<file path="src/shared/crc_host_cfg.svh">
// Purpose: constants for the host-side check generator
// Assumes: bytes enter least significant bit first
// Notes:   polynomials given as reflected tap masks
`ifndef CRC_HOST_CFG_SVH
`define CRC_HOST_CFG_SVH
// x^8 + x^5 + x^4 + 1, reflected
`define CRC8_POLY     8'h8C
// x^16 + x^15 + x^2 + 1, reflected
`define CRC16_POLY    16'hA001
`define CRC8_INIT     8'h00
`define CRC16_INIT    16'h0000
`define ID_BYTES      4'h7
`define PAGE_BYTES    8
`endif

</file>
<file path="src/shared/crc_host_pkg.sv">
// Purpose: types for the host-side check generator
// Assumes: none
// Notes:   operation codes chosen locally
package crc_host_pkg;
  typedef enum logic [2:0] {
    OP_CLEAR   = 3'b000,
    OP_SHIFT   = 3'b001,
    OP_LOADADR = 3'b010,
    OP_IDCLEAR = 3'b011,
    OP_IDSHIFT = 3'b100
  } crc_op_t;

  typedef struct packed {
    crc_op_t     op;
    logic [15:0] data;
  } crc_cmd_t;

  typedef struct packed {
    logic        idOk;
    logic        idDone;
    logic        memOk;
    logic [15:0] memCrc;
    logic [7:0]  idCrc;
  } crc_stat_t;
endpackage

</file>
<file path="src/core/eprom_crc_host.sv">
// Purpose: host-side recomputation of both link checks
// Assumes: sequencer issues clear/shift/load per transaction shape
// Notes:   one byte per cycle; comparison is the host's verdict
`timescale 1ns/100ps
`include "crc_host_cfg.svh"
module eprom_crc_host (
  // Clock and reset
  input  wire logic                  clk_sys,
  input  wire logic                  rstn,
  // Command from sequencer
  input  wire logic                  cmdValid,
  input  wire crc_host_pkg::crc_cmd_t cmd,
  // Received check values
  input  wire logic                  cmpValid,
  input  wire logic [15:0]           rxMemCrc,
  input  wire logic [7:0]            rxIdCrc,
  // Results
  output crc_host_pkg::crc_stat_t    stat,
  output logic                       cmpDone,
  output logic                       progAllow
);
  import crc_host_pkg::*;

  // ==========================================================
  // Byte-wide generators
  function automatic logic [15:0] crc16Byte(input logic [15:0] c, input logic [7:0] d);
    logic [15:0] r;
    r = c;
    for (int i = 0; i < 8; i++) begin
      // Lsb first, reflected taps
      if (r[0] ^ d[i]) r = (r >> 1) ^ `CRC16_POLY;
      else r = r >> 1;
    end
    return r;
  endfunction

  function automatic logic [7:0] crc8Byte(input logic [7:0] c, input logic [7:0] d);
    logic [7:0] r;
    r = c;
    for (int i = 0; i < 8; i++) begin
      // Lsb first
      if (r[0] ^ d[i]) r = (r >> 1) ^ `CRC8_POLY;
      else r = r >> 1;
    end
    return r;
  endfunction

  // ==========================================================
  // State
  logic [15:0] memReg,  memNext;
  logic [7:0]  idReg,   idNext;
  logic [3:0]  idCntReg, idCntNext;
  logic        idOkReg, idOkNext;
  logic        memOkReg, memOkNext;
  logic        doneReg, doneNext;
  logic        allowReg, allowNext;

  always_comb begin
    memNext   = memReg;
    idNext    = idReg;
    idCntNext = idCntReg;
    idOkNext  = idOkReg;
    memOkNext = memOkReg;
    doneNext  = 1'b0;
    allowNext = allowReg;
    if (cmdValid) begin
      case (cmd.op)
        OP_CLEAR: begin
          // Clear before each command, page or redirection
          memNext   = `CRC16_INIT;
          allowNext = 1'b0;
        end
        OP_SHIFT: begin
          memNext   = crc16Byte(memReg, cmd.data[7:0]);
          allowNext = 1'b0;
        end
        OP_LOADADR: begin
          // Incremented address loaded, not shifted
          memNext   = cmd.data;
          allowNext = 1'b0;
        end
        OP_IDCLEAR: begin
          idNext    = `CRC8_INIT;
          idCntNext = 4'h0;
        end
        OP_IDSHIFT: begin
          // Only the first 56 bits are covered
          // Eighth byte is the stored check; it arrives on rxIdCrc instead
          if (idCntReg < `ID_BYTES) begin
            idNext    = crc8Byte(idReg, cmd.data[7:0]);
            idCntNext = idCntReg + 4'h1;
          end
        end
        // Unused codes leave both generators alone
        default: begin
          memNext = memReg;
        end
      endcase
    end
    // Verdict overrides a withdrawal from a command in the same cycle
    if (cmpValid) begin
      // Device returns inverted 16-bit, true 8-bit
      memOkNext = (~rxMemCrc == memReg);
      idOkNext  = (idCntReg == `ID_BYTES) && (rxIdCrc == idReg);
      doneNext  = 1'b1;
      // Programming allowed only on a matching
      allowNext = (~rxMemCrc == memReg);
    end
  end

  always_ff @(posedge clk_sys) begin
    if (!rstn) begin
      memReg   <= `CRC16_INIT;
      idReg    <= `CRC8_INIT;
      idCntReg <= 4'h0;
      idOkReg  <= 1'b0;
      memOkReg <= 1'b0;
      doneReg  <= 1'b0;
      allowReg <= 1'b0;
    end else begin
      memReg   <= memNext;
      idReg    <= idNext;
      idCntReg <= idCntNext;
      idOkReg  <= idOkNext;
      memOkReg <= memOkNext;
      doneReg  <= doneNext;
      allowReg <= allowNext;
    end
  end

  // ==========================================================
  // Outputs
  // Running values stay visible for the sequencer's own log
  always_comb begin
    stat.idOk   = idOkReg;
    stat.idDone = (idCntReg == `ID_BYTES);
    stat.memOk  = memOkReg;
    stat.memCrc = memReg;
    stat.idCrc  = idReg;
  end
  assign cmpDone   = doneReg;
  assign progAllow = allowReg;

  // ==========================================================
  // Checks
  clear_zero_a: assert property (@(posedge clk_sys) disable iff (!rstn)
    cmdValid && cmd.op == OP_CLEAR |=> memReg == 16'h0000)
    else $error("generator not cleared");
  load_addr_a: assert property (@(posedge clk_sys) disable iff (!rstn)
    cmdValid && cmd.op == OP_LOADADR |=> memReg == $past(cmd.data))
    else $error("address not loaded directly");
  prog_gate_a: assert property (@(posedge clk_sys) disable iff (!rstn)
    progAllow |-> memOkReg)
    else $error("programming allowed on bad check");
  inv_compare_a: assert property (@(posedge clk_sys) disable iff (!rstn)
    cmpValid && !cmdValid |=> memOkReg == (~$past(rxMemCrc) == memReg))
    else $error("inverted compare wrong");
  id_count_a: assert property (@(posedge clk_sys) disable iff (!rstn)
    idCntReg <= `ID_BYTES)
    else $error("identity byte count overrun");
  done_pulse_a: assert property (@(posedge clk_sys) disable iff (!rstn)
    cmpValid |=> cmpDone)
    else $error("compare not reported");
  shift_zero_a: assert property (@(posedge clk_sys) disable iff (!rstn)
    cmdValid && cmd.op == OP_SHIFT && memReg == 16'h0000 && cmd.data[7:0] == 8'h01
    |=> memReg == 16'hC0C1)
    else $error("16-bit polynomial wrong");
  id_poly_a: assert property (@(posedge clk_sys) disable iff (!rstn)
    cmdValid && cmd.op == OP_IDSHIFT && idCntReg < 4'h7 && idReg == 8'h00
    && cmd.data[7:0] == 8'h01 |=> idReg == 8'h5E)
    else $error("8-bit polynomial wrong");

  // A memory-generator command (clear, shift, address load) with no compare in the same cycle withdraws an earlier go-ahead
  allow_clear_a: assert property (@(posedge clk_sys) disable iff (!rstn)
    cmdValid && !cmpValid && (cmd.op == OP_CLEAR || cmd.op == OP_SHIFT
    || cmd.op == OP_LOADADR) |=> !progAllow)
    else $error("programming left allowed after new data");
  allow_verdict_a: assert property (@(posedge clk_sys) disable iff (!rstn)
    cmpValid |=> progAllow == memOkReg)
    else $error("programming permission differs from verdict");
  id_refuse_a: assert property (@(posedge clk_sys) disable iff (!rstn)
    cmdValid && cmd.op == OP_IDSHIFT && idCntReg == `ID_BYTES |=> $stable(idReg))
    else $error("stored check byte folded into identity check");
  id_clear_a: assert property (@(posedge clk_sys) disable iff (!rstn)
    cmdValid && cmd.op == OP_IDCLEAR |=> idReg == 8'h00 && !stat.idDone)
    else $error("identity generator not cleared");
  id_gate_a: assert property (@(posedge clk_sys) disable iff (!rstn)
    cmpValid && idCntReg != `ID_BYTES |=> !stat.idOk)
    else $error("identity accepted before 56 bits");
  done_idle_a: assert property (@(posedge clk_sys) disable iff (!rstn)
    !cmpValid |=> !cmpDone)
    else $error("compare reported without request");
  mem_hold_a: assert property (@(posedge clk_sys) disable iff (!rstn)
    !cmdValid |=> $stable(memReg))
    else $error("generator moved without a command");
  shift_msb_a: assert property (@(posedge clk_sys) disable iff (!rstn)
    cmdValid && cmd.op == OP_SHIFT && memReg == 16'h0000 && cmd.data[7:0] == 8'h80
    |=> memReg == 16'hA001)
    else $error("byte not shifted least significant bit first");
endmodule

</file>
<file path="config.mk">
export PLATFORM = sky130hd
export DESIGN_NAME = eprom_crc_host
export DESIGN_NICKNAME = d
export VERILOG_FILES = /design/src/shared/crc_host_pkg.sv /design/src/core/eprom_crc_host.sv
export VERILOG_INCLUDE_DIRS = /design/src /design/src/shared
export SDC_FILE = /design/constraint.sdc
export NUM_CORES = 1
export LEC_CHECK = 0
export BUFFER_PORTS_ARGS = -buffer_cell sky130_fd_sc_hd__clkbuf_2
export CAP_MARGIN = 10
export CELL_PAD_IN_SITES_DETAIL_PLACEMENT = 0
export CELL_PAD_IN_SITES_GLOBAL_PLACEMENT = 1
export CORE_ASPECT_RATIO = 2
export CORE_UTILIZATION = 32
export DETAILED_ROUTE_END_ITERATION = 10
export PLACE_DENSITY = 0.81
export SLEW_MARGIN = 10
export SYNTH_ARGS = -nofsm -noshare
export SYNTH_HDL_FRONTEND = slang
export SYNTH_SLANG_ARGS = --single-unit
export TNS_END_PERCENT = 100
</file>
<file path="constraint.sdc">
create_clock -name clk_sys -period 1.7 [get_ports clk_sys]
set_clock_uncertainty 0.05 [all_clocks]
set_input_delay 0.255 -clock clk_sys [delete_from_list [all_inputs] [get_ports clk_sys]]
set_output_delay 0.255 -clock clk_sys [all_outputs]
set_load 0.01 [all_outputs]
</file>
==> results by group, run 1 <==
Run status
  – Run status: complete, but fails checks
  – Violations in the final reports: design-rule violations, negative setup slack

Finish
  – Fraction of layout cells with a size suffix above 1: 45.1%
  – Layout area overhead: 50.9%
  – Filler instances: 590
  – Total area of sequential cells: 649 sq um
  – Net count reported at finish: 375
  – Antenna Diode Count: 0
  – Area of combinational cells with multiple inputs: about 0.0014 sq mm

Global route
  – Aggregate global-route resource usage: between 10% and 20%
  – Via count of the first global-routing pass: 1960
  – Global-route wire length before repair: 9270 um
  – Pin count of the biggest net entering global routing: 34
  – Number of antenna violations at the first check in global routing: 0
  – Global route overflow: 0

Die
  – Number of placement rows: 40
  – Top Ports: 76
  – Die Footprint: 0.00651 sq mm
  – Chip height: 113 um
  – Die X: 57.6 um
  – Initial core utilization: 33.2%
  – Area of the placeable core: 0.00596 sq mm

Placed design
  – PortBufs: 75
  – Detailed placement HPWL: between 4000 and 5000 um
  – Routability congestion estimate from global placement: 0.823

Clock network
  – CTS Root Buffer Type: sky130_fd_sc_hd__clkbuf_16
  – TritonCTS sink count: 32
  – Number of CTS-inserted buffers: 5
  – Worst-Skew Late Latency: 0.28 ns
  – Clock transition at the registers of the reported paths: 0.05 ns
  – Largest buffer count on any clock path: 2
  – Clock tree from TritonCTS: built
  – H-tree Lvls: 2

Drt
  – Met3 Routed Length: 240 um
  – Number of design-rule violations left by the first detailed-router iteration: 58
  – M1 wire length: roughly 2100 um
  – Drt drc: 6
  – Drt total wl: between 5000 and 6000 um
  – Number of antenna-violating nets in the routed design: 0
  – Routed wire length per instance: 15.1 um
  – Number of detailed-routing iterations run before antenna repair: 7
  – Average via count per standard cell: 5.08
  – Sum of met2 wire segment lengths after detailed routing: 3340 um
  – Detailed-route via count: 1985
  – Highest metal used: met4

Synth
  – Syn_area_per_cell: 9.15 sq um
  – Most common flop cell mapped by yosys: sky130_fd_sc_hd__dfxtp_1
  – Top cells by area, synth: sky130_fd_sc_hd__dfxtp_1 32%, sky130_fd_sc_hd__xor2_1 15%, sky130_fd_sc_hd__xnor2_1 13%
  – Part of the Yosys area used for sequential elements: 32.4%
  – Most frequent cell after synthesis: sky130_fd_sc_hd__xor2_1
  – Cell type contributing the most total cell area after synthesis: sky130_fd_sc_hd__dfxtp_1
  – Cell area after synthesis: between 0.0015 and 0.002 sq mm
  – Top post-synthesis cells by count: 33 x sky130_fd_sc_hd__xor2_1, 32 x sky130_fd_sc_hd__dfxtp_1, 30 x sky130_fd_sc_hd__xnor2_1, 23 x sky130_fd_sc_hd__nand2_1, 20 x sky130_fd_sc_hd__a22oi_1
  – Synthesis-stage register bit count: 32
  – Ys Warns: 0
  – Fraction of registers with async set or reset after synthesis: 0%
  – Proportion of netlist area held by the largest area contributor: 32.4%
  – Net count after synthesis: 264
  – Synth cell types: 29
  – Number of standard cells after synthesis: 216
  – EDFF count, synth: 0

Setup path
  – Kind of critical path: register to register
  – CP Max Fanout: 3
  – Req. time, crit path: 1.85 ns
  – Worst-case register-to-register setup slack: -0.05 ns
  – Worst Setup End Kind: register
  – Signal arrival time at the worst endpoint: 1.90 ns
  – Kind of start point of the critical path: register

Timing
  – Min Tclk post-route: about 1.7 ns
  – Number of slew-limit violations in the final report: 0
  – Setup TNS: -0.0901 ns
  – Setup repair after global routing missed its margin: yes
  – Worst setup margin: -0.0497 ns
  – Slew at the pin with the worst max-slew slack: 0.652 ns
  – Headroom to the max-slew limit: 56.5%
  – Number of failing hold endpoints at the final stage: 0
  – Fmax: ~570 MHz
  – Ratio of final minimum period to clock period: 103%
  – Setup-violating endpoint count in the final report: 2

Power and ir drop
  – Internal cell power: about 1800 uW
  – Power dissipated by switching net loads: 714 uW
  – Power per Cell Area: 835 mW/mm^2
  – Relative contribution of sequential cells to total power: 33.1%
  – Switching portion of total power: 28.6%
  – Total power of the final layout: between 2000 and 2500 uW
  – Leak pwr: 0.00153 uW
  – IR Drop Worst-Case VDD: 713 uV
  – Logic gate share of total power: 30.3%
  – Part of the power in the clock network: between 30% and 40%

Flow run
  – Reported max-cap violation count: 0

Min path
  – Min-delay worst type: input port to register
## power by group through the flow
stage	sequential [uW]	clock [uW]	combinational (uW)
finish	824	911	756
global route	828	951	818
CTS	824	926	725
detailed placement	839	0	709
global placement	838	0	701
floorplan	853	0	401
## cell usage in the layout (no fill, tap or decap), types with 3 or more instances in the layout
master	count
sky130_fd_sc_hd__a22oi_1	20
sky130_fd_sc_hd__buf_4	39
sky130_fd_sc_hd__clkbuf_16	5
sky130_fd_sc_hd__clkbuf_2	75
sky130_fd_sc_hd__dfxtp_1	25
sky130_fd_sc_hd__dfxtp_2	7
sky130_fd_sc_hd__nand2_1	23
sky130_fd_sc_hd__nand4_1	4
sky130_fd_sc_hd__nor2_1	5
sky130_fd_sc_hd__nor2b_1	7
sky130_fd_sc_hd__nor3b_1	3
sky130_fd_sc_hd__o211a_1	14
sky130_fd_sc_hd__o21a_1	3
sky130_fd_sc_hd__o21ai_0	7
sky130_fd_sc_hd__xnor2_1	20
sky130_fd_sc_hd__xnor2_2	9
sky130_fd_sc_hd__xor2_1	32
## per-layer routing
layer / vias up / GRT usage (%)
li1: 984 / -
met3: 12 / 2.29
met5: - / 0
met4: 0 / 10.2
met2: 65 / 35.7
met1: 924 / 19.7
## path summary, 6_finish.rpt
kind,startpoint,to,cells after the start
min,cmpValid,cmpDone$_SDFF_PN0_,2
max,memReg[0]$_SDFFE_PN0P_,memReg[0]$_SDFFE_PN0P_,6
max reg2reg,memReg[0]$_SDFFE_PN0P_,memReg[0]$_SDFFE_PN0P_,6
min reg2reg,idOkReg$_SDFFE_PN0P_,idOkReg$_SDFFE_PN0P_,2
## what timing repair did
item	CTS	global route
resized for setup	5	10
hold buffers	0	0
pin swaps	1	6
endpoints found under the setup margin	14	14
buffers inserted	0	0
## area by class of cell
type                       count  area share [%]
clock buffer                   6            4.65
clock inverter                 2           0.335
inverter                       1           0.126
multi-input combinational    172            47.4
sequential                    32            21.8
tap                           63            2.64
timing repair buffer         115            23.1
## sequential cells by signal (all words and copies together) (netlist names)
name,cells
idOkReg,1
memOkReg,1
idReg,8
idCntReg,4
cmpDone,1
memReg,16
progAllow,1
## critical path, stage by stage, from the launching register on
cell and delay [ns]:
sky130_fd_sc_hd__dfxtp_2 0.33, sky130_fd_sc_hd__xnor2_2 0.14, sky130_fd_sc_hd__xnor2_1 0.20, sky130_fd_sc_hd__xor3_2 0.53, sky130_fd_sc_hd__xnor3_1 0.23, sky130_fd_sc_hd__nand2_1 0.05, sky130_fd_sc_hd__a31oi_1 0.15
## stage by stage
| stage | util [%] | std cells | cell area [sq um] | worst slack, ns | hold WS [ns] |
|---|---|---|---|---|---|
| after global routing | 50.1 | 391 | 2980 | -0.121 | 0.209 |
| final | 50.1 | 391 | 2980 | -0.0497 | 0.211 |
| after floorplan | - | 216 | 2030 | -0.0466 | 0.327 |
| after detailed placement | 46.2 | 383 | 2750 | -0.163 | 0.440 |
| after CTS | 49.2 | 391 | 2930 | -0.0423 | 0.208 |
| after global placement | 46.2 | 383 | 2750 | -0.0987 | 0.423 |
## logic make-up (layout without fill, tap and decap cells)
logic type / count (synthesis) / in the layout / synth area share (%)
compound gates: 52 / 52 / 20.1
fa+ha+maj: 1 / 1 / 0.633
flops: 32 / 32 / 32.4
buf+inv: 12 / 124 / 2.78
xor+xnor: 65 / 65 / 30.3
simple gates: 54 / 54 / 13.8
(Power assumes the default switching activity.)
==> inputs of run 2 (changes only) <==
==> constraint.sdc (replaced) <==
create_clock -name clk_sys -period 1.7 [get_ports clk_sys]
set_clock_uncertainty 0.05 [all_clocks]
set_input_delay 0.17 -clock clk_sys [delete_from_list [all_inputs] [get_ports clk_sys]]
set_output_delay 0.17 -clock clk_sys [all_outputs]
set_load 0.01 [all_outputs]
==> results by group, run 2 (synthesis gave the netlist of run 1 again) <==
Run status
  – Run status: complete, but fails checks
  – Violations in the final reports: design-rule violations, negative setup slack

Drt
  – Number of design-rule violations left by the first detailed-router iteration: 46 (-21%)
  – Routed wire length per instance: 15.1 um (about the same)
  – Drt total wl: 5910 um (+0.34%)
  – Number of detailed-routing iterations run before antenna repair: 7 (unchanged)
  – Number of antenna-violating nets in the routed design: 0 (unchanged)
  – Drt drc: 6 (unchanged)
  – Average via count per standard cell: 5.03 (-0.86%)
  – Detailed-route via count: 1973 (-0.60%)

Power and ir drop
  – IR Drop Worst-Case VDD: 747 uV (+4.8%)
  – Leak pwr: 0.00154 uW (+0.69%)
  – Relative contribution of sequential cells to total power: 30.5% (-2.6 points)
  – Power dissipated by switching net loads: 715 uW (+0.22%)
  – Internal cell power: 1990 uW (+12%)
  – Logic gate share of total power: 28.8% (-1.5 points)
  – Switching portion of total power: 26.5% (-2.2 points)
  – Power per Cell Area: 881 mW/mm^2 (+5.5%)
  – Part of the power in the clock network: 40.7% (+4.1 points)

Finish
  – Filler instances: 570 (-3.4%)
  – Share of the core filled with cells in the final layout: 51.5% (+1.4 points)
  – Layout area overhead: 55.2%
  – Largest Register: memReg
  – Post-layout instance area: 0.00307 sq mm (+2.8%)
  – Antenna Diode Count: 0 (unchanged)
  – Fraction of layout cells with a size suffix above 1: 45.3% (+0.17 points)
  – Largest registers in the final layout: memReg (16), idReg (8), idCntReg (4)
  – Max reg flops: 16 (unchanged)
  – Commonest non-fill, non-tap cell in the layout: sky130_fd_sc_hd__clkbuf_2
  – Net count reported at finish: 376 (+0.27%)
  – Commonest cells after routing, fill and taps aside: 75 x sky130_fd_sc_hd__clkbuf_2, 40 x sky130_fd_sc_hd__buf_4, 29 x sky130_fd_sc_hd__xor2_1

Setup path
  – RR Startpoint: memReg[1]$_SDFFE_PN0P_
  – Signal arrival time at the worst endpoint: 1.88 ns (-0.02 ns)
  – Worst Setup End Kind: register
  – Number of buffers and inverters on the critical path: 0 (unchanged)
  – Worst path max stage delay: 0.51 ns (-0.02 ns)
  – CP Max Fanout: 3 (unchanged)
  – Cell-by-cell listing of the critical path: xnor2_4 -> xnor2_2 -> xor3_2 -> xnor2_1 -> a22oi_1 -> a21oi_1
  – Kind of critical path: register to register
  – Kind of start point of the critical path: register
  – Req. time, crit path: 1.81 ns (-0.04 ns)
  – CP max stage cell: sky130_fd_sc_hd__xor3_2
  – Cell family with the largest share of critical-path delay: XOR/XNOR gates
  – CP Launch Point: memReg[1]$_SDFFE_PN0P_

Timing
  – Fmax: 565 MHz (-1.2%)
  – Ratio of final minimum period to clock period: 104% (+1.2 points)
  – Worst setup margin: -0.0704 ns (-0.0207 ns)
  – Min Tclk post-route: 1.77 ns (+0.0207 ns)
  – Setup repair after global routing missed its margin: yes
  – Number of failing hold endpoints at the final stage: 0 (unchanged)
  – Number of slew-limit violations in the final report: 0 (unchanged)
  – Headroom to the max-slew limit: 57.5% (+0.94 points)
  – Slew at the pin with the worst max-slew slack: 0.638 ns (-0.0140 ns)
  – Setup-violating endpoint count in the final report: 2 (unchanged)

Die
  – Initial core utilization: 33.2% (unchanged)
  – Die X: 57.6 um (unchanged)
  – Area of the placeable core: 0.00596 sq mm (unchanged)
  – Top Ports: 76 (unchanged)
  – Number of placement rows: 40 (unchanged)
  – Chip height: 113 um (unchanged)
  – Die Footprint: 0.00651 sq mm (unchanged)

Global route
  – Global route overflow: 0 (unchanged)
  – Pin count of the biggest net entering global routing: 34 (unchanged)
  – Via count of the first global-routing pass: 1923 (-1.9%)
  – Number of antenna violations at the first check in global routing: 0 (unchanged)
  – Aggregate global-route resource usage: 18.7% (-0.36 points)
  – Global-route wire length before repair: 9200 um (-0.67%)

Flow run
  – Reported max-cap violation count: 0 (unchanged)

Clock network
  – Number of CTS-inserted buffers: 5 (unchanged)
  – TritonCTS sink count: 32 (unchanged)
  – Clock transition at the registers of the reported paths: 0.05 ns (about the same)
  – H-tree Lvls: 2 (unchanged)
  – Hold-fix buffers, CTS: 0 (unchanged)
  – Worst-Skew Late Latency: 0.28 ns (about the same)
  – Clock tree from TritonCTS: built
  – Largest buffer count on any clock path: 2 (unchanged)
  – CTS Root Buffer Type: sky130_fd_sc_hd__clkbuf_16

Placed design
  – PortBufs: 75 (unchanged)
  – Detailed placement HPWL: 4540 um (-1.9%)
  – Placed Area: 0.00273 sq mm (-0.55%)
  – Routability congestion estimate from global placement: 0.792 (-3.8%)

Min path
  – Source of the worst hold timing path: cmd[14]
  – Min-delay worst type: input port to register
run 2: cell type report:
class                   instances  area, sq um  share of cell area, %
multi-input cells             172         1450                   47.4
repair buffers                116          696                   22.7
flip-flops and latches         32          653                   21.3
clock buffers                   7          153                   4.98
well taps                      63         78.8                   2.57
clock inverters                 1         30.0                  0.979
inverters                       1         3.75                  0.122
run 2: final timing paths:
path              slack, ns  cells after the start                       to
setup / recovery      -0.07                      6  memReg[15]$_SDFFE_PN0P_
hold / removal         0.10                      3  memReg[14]$_SDFFE_PN0P_
setup reg to reg      -0.07                      6  memReg[15]$_SDFFE_PN0P_
hold reg to reg        0.45                      2     idOkReg$_SDFFE_PN0P_
run 2: repair_timing:
action | CTS | global route
setup buffers | 0 | 3
pin swaps | 0 | 6
endpoints found under the setup margin | 13 | 14
gates resized for setup | 3 | 16
run 2: routing by layer:
| layer | vias to the layer above | routed length (um) | track usage [%] |
|---|---|---|---|
| met2 | 57 | 3360 | 34.3 |
| li1 | 980 | - | - |
| met5 | - | 0 | 0 |
| met4 | 0 | 193 | 10.6 |
| met3 | 11 | 231 | 2.86 |
| met1 | 925 | 2120 | 19.3 |
run 2: stage by stage:
step / power (uW) / TNS (ns) / hold slack [ns] / setup WS, ns / std cells
after floorplan: 1250 / -0.0869 / 0.242 / -0.0466 / 216
after global placement: 1550 / -0.120 / 0.397 / -0.0414 / 381
after detailed placement: 1560 / -0.582 / 0.401 / -0.103 / 381
after CTS: 2680 / -0.204 / 0.104 / -0.0818 / 389
after global routing: 2820 / -0.438 / 0.105 / -0.109 / 392
final: 2700 / -0.117 / 0.105 / -0.0704 / 392
run 2: worst min-delay path, cell delays in order:
cell	delay (ns)
sky130_fd_sc_hd__clkbuf_2	0.09
sky130_fd_sc_hd__nand2_1	0.05
sky130_fd_sc_hd__a31oi_1	0.07
run 2: power groups by stage:
stage                     Sequential [uW]  Combinational, uW  Clock, uW
after global placement                837                712          0
after floorplan                       853                401          0
after detailed placement              839                721          0
final                                 824                779       1100
after CTS                             822                732       1120
after global routing                  828                843       1150
==> inputs of run 3 (changes only) <==
--- a/config.mk
+++ b/config.mk
@@ -7,13 +7,13 @@
 export NUM_CORES = 1
 export LEC_CHECK = 0
 export BUFFER_PORTS_ARGS = -buffer_cell sky130_fd_sc_hd__clkbuf_2
-export CAP_MARGIN = 10
+export CAP_MARGIN = 5
 export CELL_PAD_IN_SITES_DETAIL_PLACEMENT = 0
 export CELL_PAD_IN_SITES_GLOBAL_PLACEMENT = 1
 export CORE_ASPECT_RATIO = 2
-export CORE_UTILIZATION = 32
+export CORE_UTILIZATION = 36
 export DETAILED_ROUTE_END_ITERATION = 10
-export PLACE_DENSITY = 0.81
+export PLACE_DENSITY = 0.85
 export SLEW_MARGIN = 10
 export SYNTH_ARGS = -nofsm -noshare
 export SYNTH_HDL_FRONTEND = slang
==> constraint.sdc (replaced) <==
create_clock -name clk_sys -period 1.91 [get_ports clk_sys]
set_clock_uncertainty 0.05 [all_clocks]
set_input_delay 0.191 -clock clk_sys [delete_from_list [all_inputs] [get_ports clk_sys]]
set_output_delay 0.191 -clock clk_sys [all_outputs]
set_load 0.01 [all_outputs]
==> results by group, run 3 (synthesis gave the netlist of run 1 again) <==
Global route
  – Global route overflow: 0 (unchanged)
  – Aggregate global-route resource usage: 21.3% (+2.6 points)
  – Number of antenna violations at the first check in global routing: 0 (unchanged)
  – Via count of the first global-routing pass: 1843 (-4.2%)
  – Pin count of the biggest net entering global routing: 34 (unchanged)
  – Global-route wire length before repair: 8760 um (-4.9%)

Finish
  – Layout area overhead: 37.5%
  – Commonest cells after routing, fill and taps aside: 75 x sky130_fd_sc_hd__clkbuf_2, 33 x sky130_fd_sc_hd__xor2_1, 30 x sky130_fd_sc_hd__dfxtp_1
  – Max reg flops: 16 (unchanged)
  – Non-filler cells in the finished layout: 368 (-6.1%)
  – Largest registers in the final layout: memReg (16), idReg (8), idCntReg (4)
  – Fraction of layout cells with a size suffix above 1: 37.7% (-7.5 points)
  – Net count reported at finish: 358 (-4.8%)
  – Largest Register: memReg
  – Antenna Diode Count: 0 (unchanged)
  – Commonest non-fill, non-tap cell in the layout: sky130_fd_sc_hd__clkbuf_2

Placed design
  – PortBufs: 75 (unchanged)
  – Routability congestion estimate from global placement: 0.793 (+0.21%)
  – Number of cells in the design after placement: 359 (-5.8%)
  – Detailed placement HPWL: 4390 um (-3.3%)

Setup path
  – Cell-by-cell listing of the critical path: xnor2_2 -> xor2_1 -> xor3_2 -> xnor2_1 -> a22oi_1 -> a21oi_1
  – Worst Setup End Kind: register
  – CP Max Fanout: 3 (unchanged)
  – Count of cells along the worst register-to-register path: 6 (unchanged)
  – Signal arrival time at the worst endpoint: 1.93 ns (+0.05 ns)
  – CP max stage cell: sky130_fd_sc_hd__xor3_2
  – Req. time, crit path: 2.03 ns (+0.22 ns)
  – Kind of start point of the critical path: register
  – Worst path max stage delay: 0.43 ns (-0.08 ns)
  – Kind of critical path: register to register

Power and ir drop
  – IR Drop Worst-Case VDD: 488 uV (-35%)
  – Relative contribution of sequential cells to total power: 39.9% (+9.4 points)
  – Leak pwr: 0.00138 uW (-11%)
  – Switching portion of total power: 30.9% (+4.4 points)
  – Logic gate share of total power: 33.1% (+4.3 points)
  – Power per Cell Area: 674 mW/mm^2 (-23%)
  – Total power of the final layout: 1830 uW (-32%)
  – Part of the power in the clock network: 27.0% (-14 points)
  – Internal cell power: 1270 uW (-36%)
  – Power dissipated by switching net loads: 566 uW (-21%)

Clock network
  – TritonCTS sink count: 32 (unchanged)
  – H-tree Lvls: 2 (unchanged)
  – Clock transition at the registers of the reported paths: 0.07 ns (+0.02 ns)
  – Largest buffer count on any clock path: 2 (unchanged)
  – Worst-Skew Late Latency: 0.29 ns (about the same)
  – Clock tree from TritonCTS: built
  – Number of CTS-inserted buffers: 5 (unchanged)
  – CTS Root Buffer Type: sky130_fd_sc_hd__clkbuf_8
  – Hold-fix buffers, CTS: 0 (unchanged)

Drt
  – Number of design-rule violations left by the first detailed-router iteration: 45 (-2.2%)
  – Number of detailed-routing iterations run before antenna repair: 4 (-3)
  – Number of antenna-violating nets in the routed design: 0 (unchanged)
  – Routed wire length per instance: 15.4 um (+2.0%)
  – Detailed-route via count: 1911 (-3.1%)
  – Average via count per standard cell: 5.19 (+3.2%)
  – Drt total wl: 5660 um (-4.2%)
  – Drt drc: 0 (-6)

Timing
  – Fmax: 553 MHz (-2.1%)
  – Slew at the pin with the worst max-slew slack: 0.625 ns (-0.0124 ns)
  – Min Tclk post-route: 1.81 ns (+0.0384 ns)
  – Ratio of final minimum period to clock period: 94.7% (-9.4 points)
  – Headroom to the max-slew limit: 58.3% (+0.83 points)
  – Number of failing hold endpoints at the final stage: 0 (unchanged)
  – Setup-violating endpoint count in the final report: 0 (-2)
  – Number of slew-limit violations in the final report: 0 (unchanged)

Die
  – Chip height: 107 um (-5.6%)
  – Initial core utilization: 37.8% (+4.6 points)
  – Area of the placeable core: 0.00523 sq mm (-12%)
  – Top Ports: 76 (unchanged)
  – Die Footprint: 0.00581 sq mm (-11%)
  – Die X: 54.4 um (-5.5%)
  – Number of placement rows: 37 (-7.5%)

Run status
  – Run status: completed

Min path
  – Min-delay worst type: input port to register
  – Hold path cells: 3 (unchanged)

Flow run
  – Reported max-cap violation count: 0 (unchanged)
[run 3: path summary, 6_finish.rpt]
| kind | from | end | slack [ns] |
|---|---|---|---|
| setup / recovery | memReg[3]$_SDFFE_PN0P_ | memReg[15]$_SDFFE_PN0P_ | 0.10 |
| hold / removal | cmd[14] | memReg[14]$_SDFFE_PN0P_ | 0.10 |
| setup reg to reg | memReg[3]$_SDFFE_PN0P_ | memReg[15]$_SDFFE_PN0P_ | 0.10 |
| hold reg to reg | idOkReg$_SDFFE_PN0P_ | idOkReg$_SDFFE_PN0P_ | 0.44 |
[run 3: what timing repair did]
action | 4_1_cts | 5_1_grt
endpoints found under the setup margin | 3 | 11
resized for setup | 1 | 13
pin swaps | 1 | 4
buffers inserted | 0 | 2
[run 3: area by class of cell]
type,instances,area (sq um)
inverters,1,3.75
well taps,58,72.6
repair buffers,98,548
clock buffers,6,72.6
flip-flops and latches,32,646
multi-input cells,172,1370
clock inverters,1,5.00
fillers,523,2510
[run 3: worst max-delay path, delay by kind of cell (launching register included)]
family          cells  cell delay, ns
compound gates      2            0.24
flops               1            0.34
xor+xnor            4            1.06
[run 3: power by group through the flow]
stage | combinational [uW] | sequential, uW | clock [uW]
3_5_place_dp | 568 | 743 | 0
3_3_place_gp | 565 | 741 | 0
6_report | 606 | 732 | 494
5_1_grt | 659 | 736 | 534
4_1_cts | 573 | 728 | 508
2_1_floorplan | 348 | 755 | 0
[run 3: routing by layer]
metal  routed length, um  vias up  track usage, %  share of wire, %
li1                    -      947               -                 -
met1                2010      905            21.6                36
met2                3350       53            39.5                59
met3                 211        6            3.12               3.7
met4                  89        0            9.16               1.6
met5                   0        -               0                 0
[run 3: through the flow]
| stage | cell area [sq um] | setup TNS [ns] | hold slack [ns] | setup WS [ns] | util (%) |
|---|---|---|---|---|---|
| after floorplan | 1980 | 0 | 0.263 | 0.0791 | - |
| after global placement | 2530 | 0 | 0.402 | 0.0729 | 48.5 |
| after detailed placement | 2530 | -0.0466 | 0.414 | -0.0323 | 48.5 |
| after CTS | 2620 | 0 | 0.104 | 0.00431 | 50.1 |
| after global routing | 2720 | -0.0288 | 0.134 | -0.0160 | 51.9 |
| final | 2720 | 0 | 0.104 | 0.101 | 51.9 |
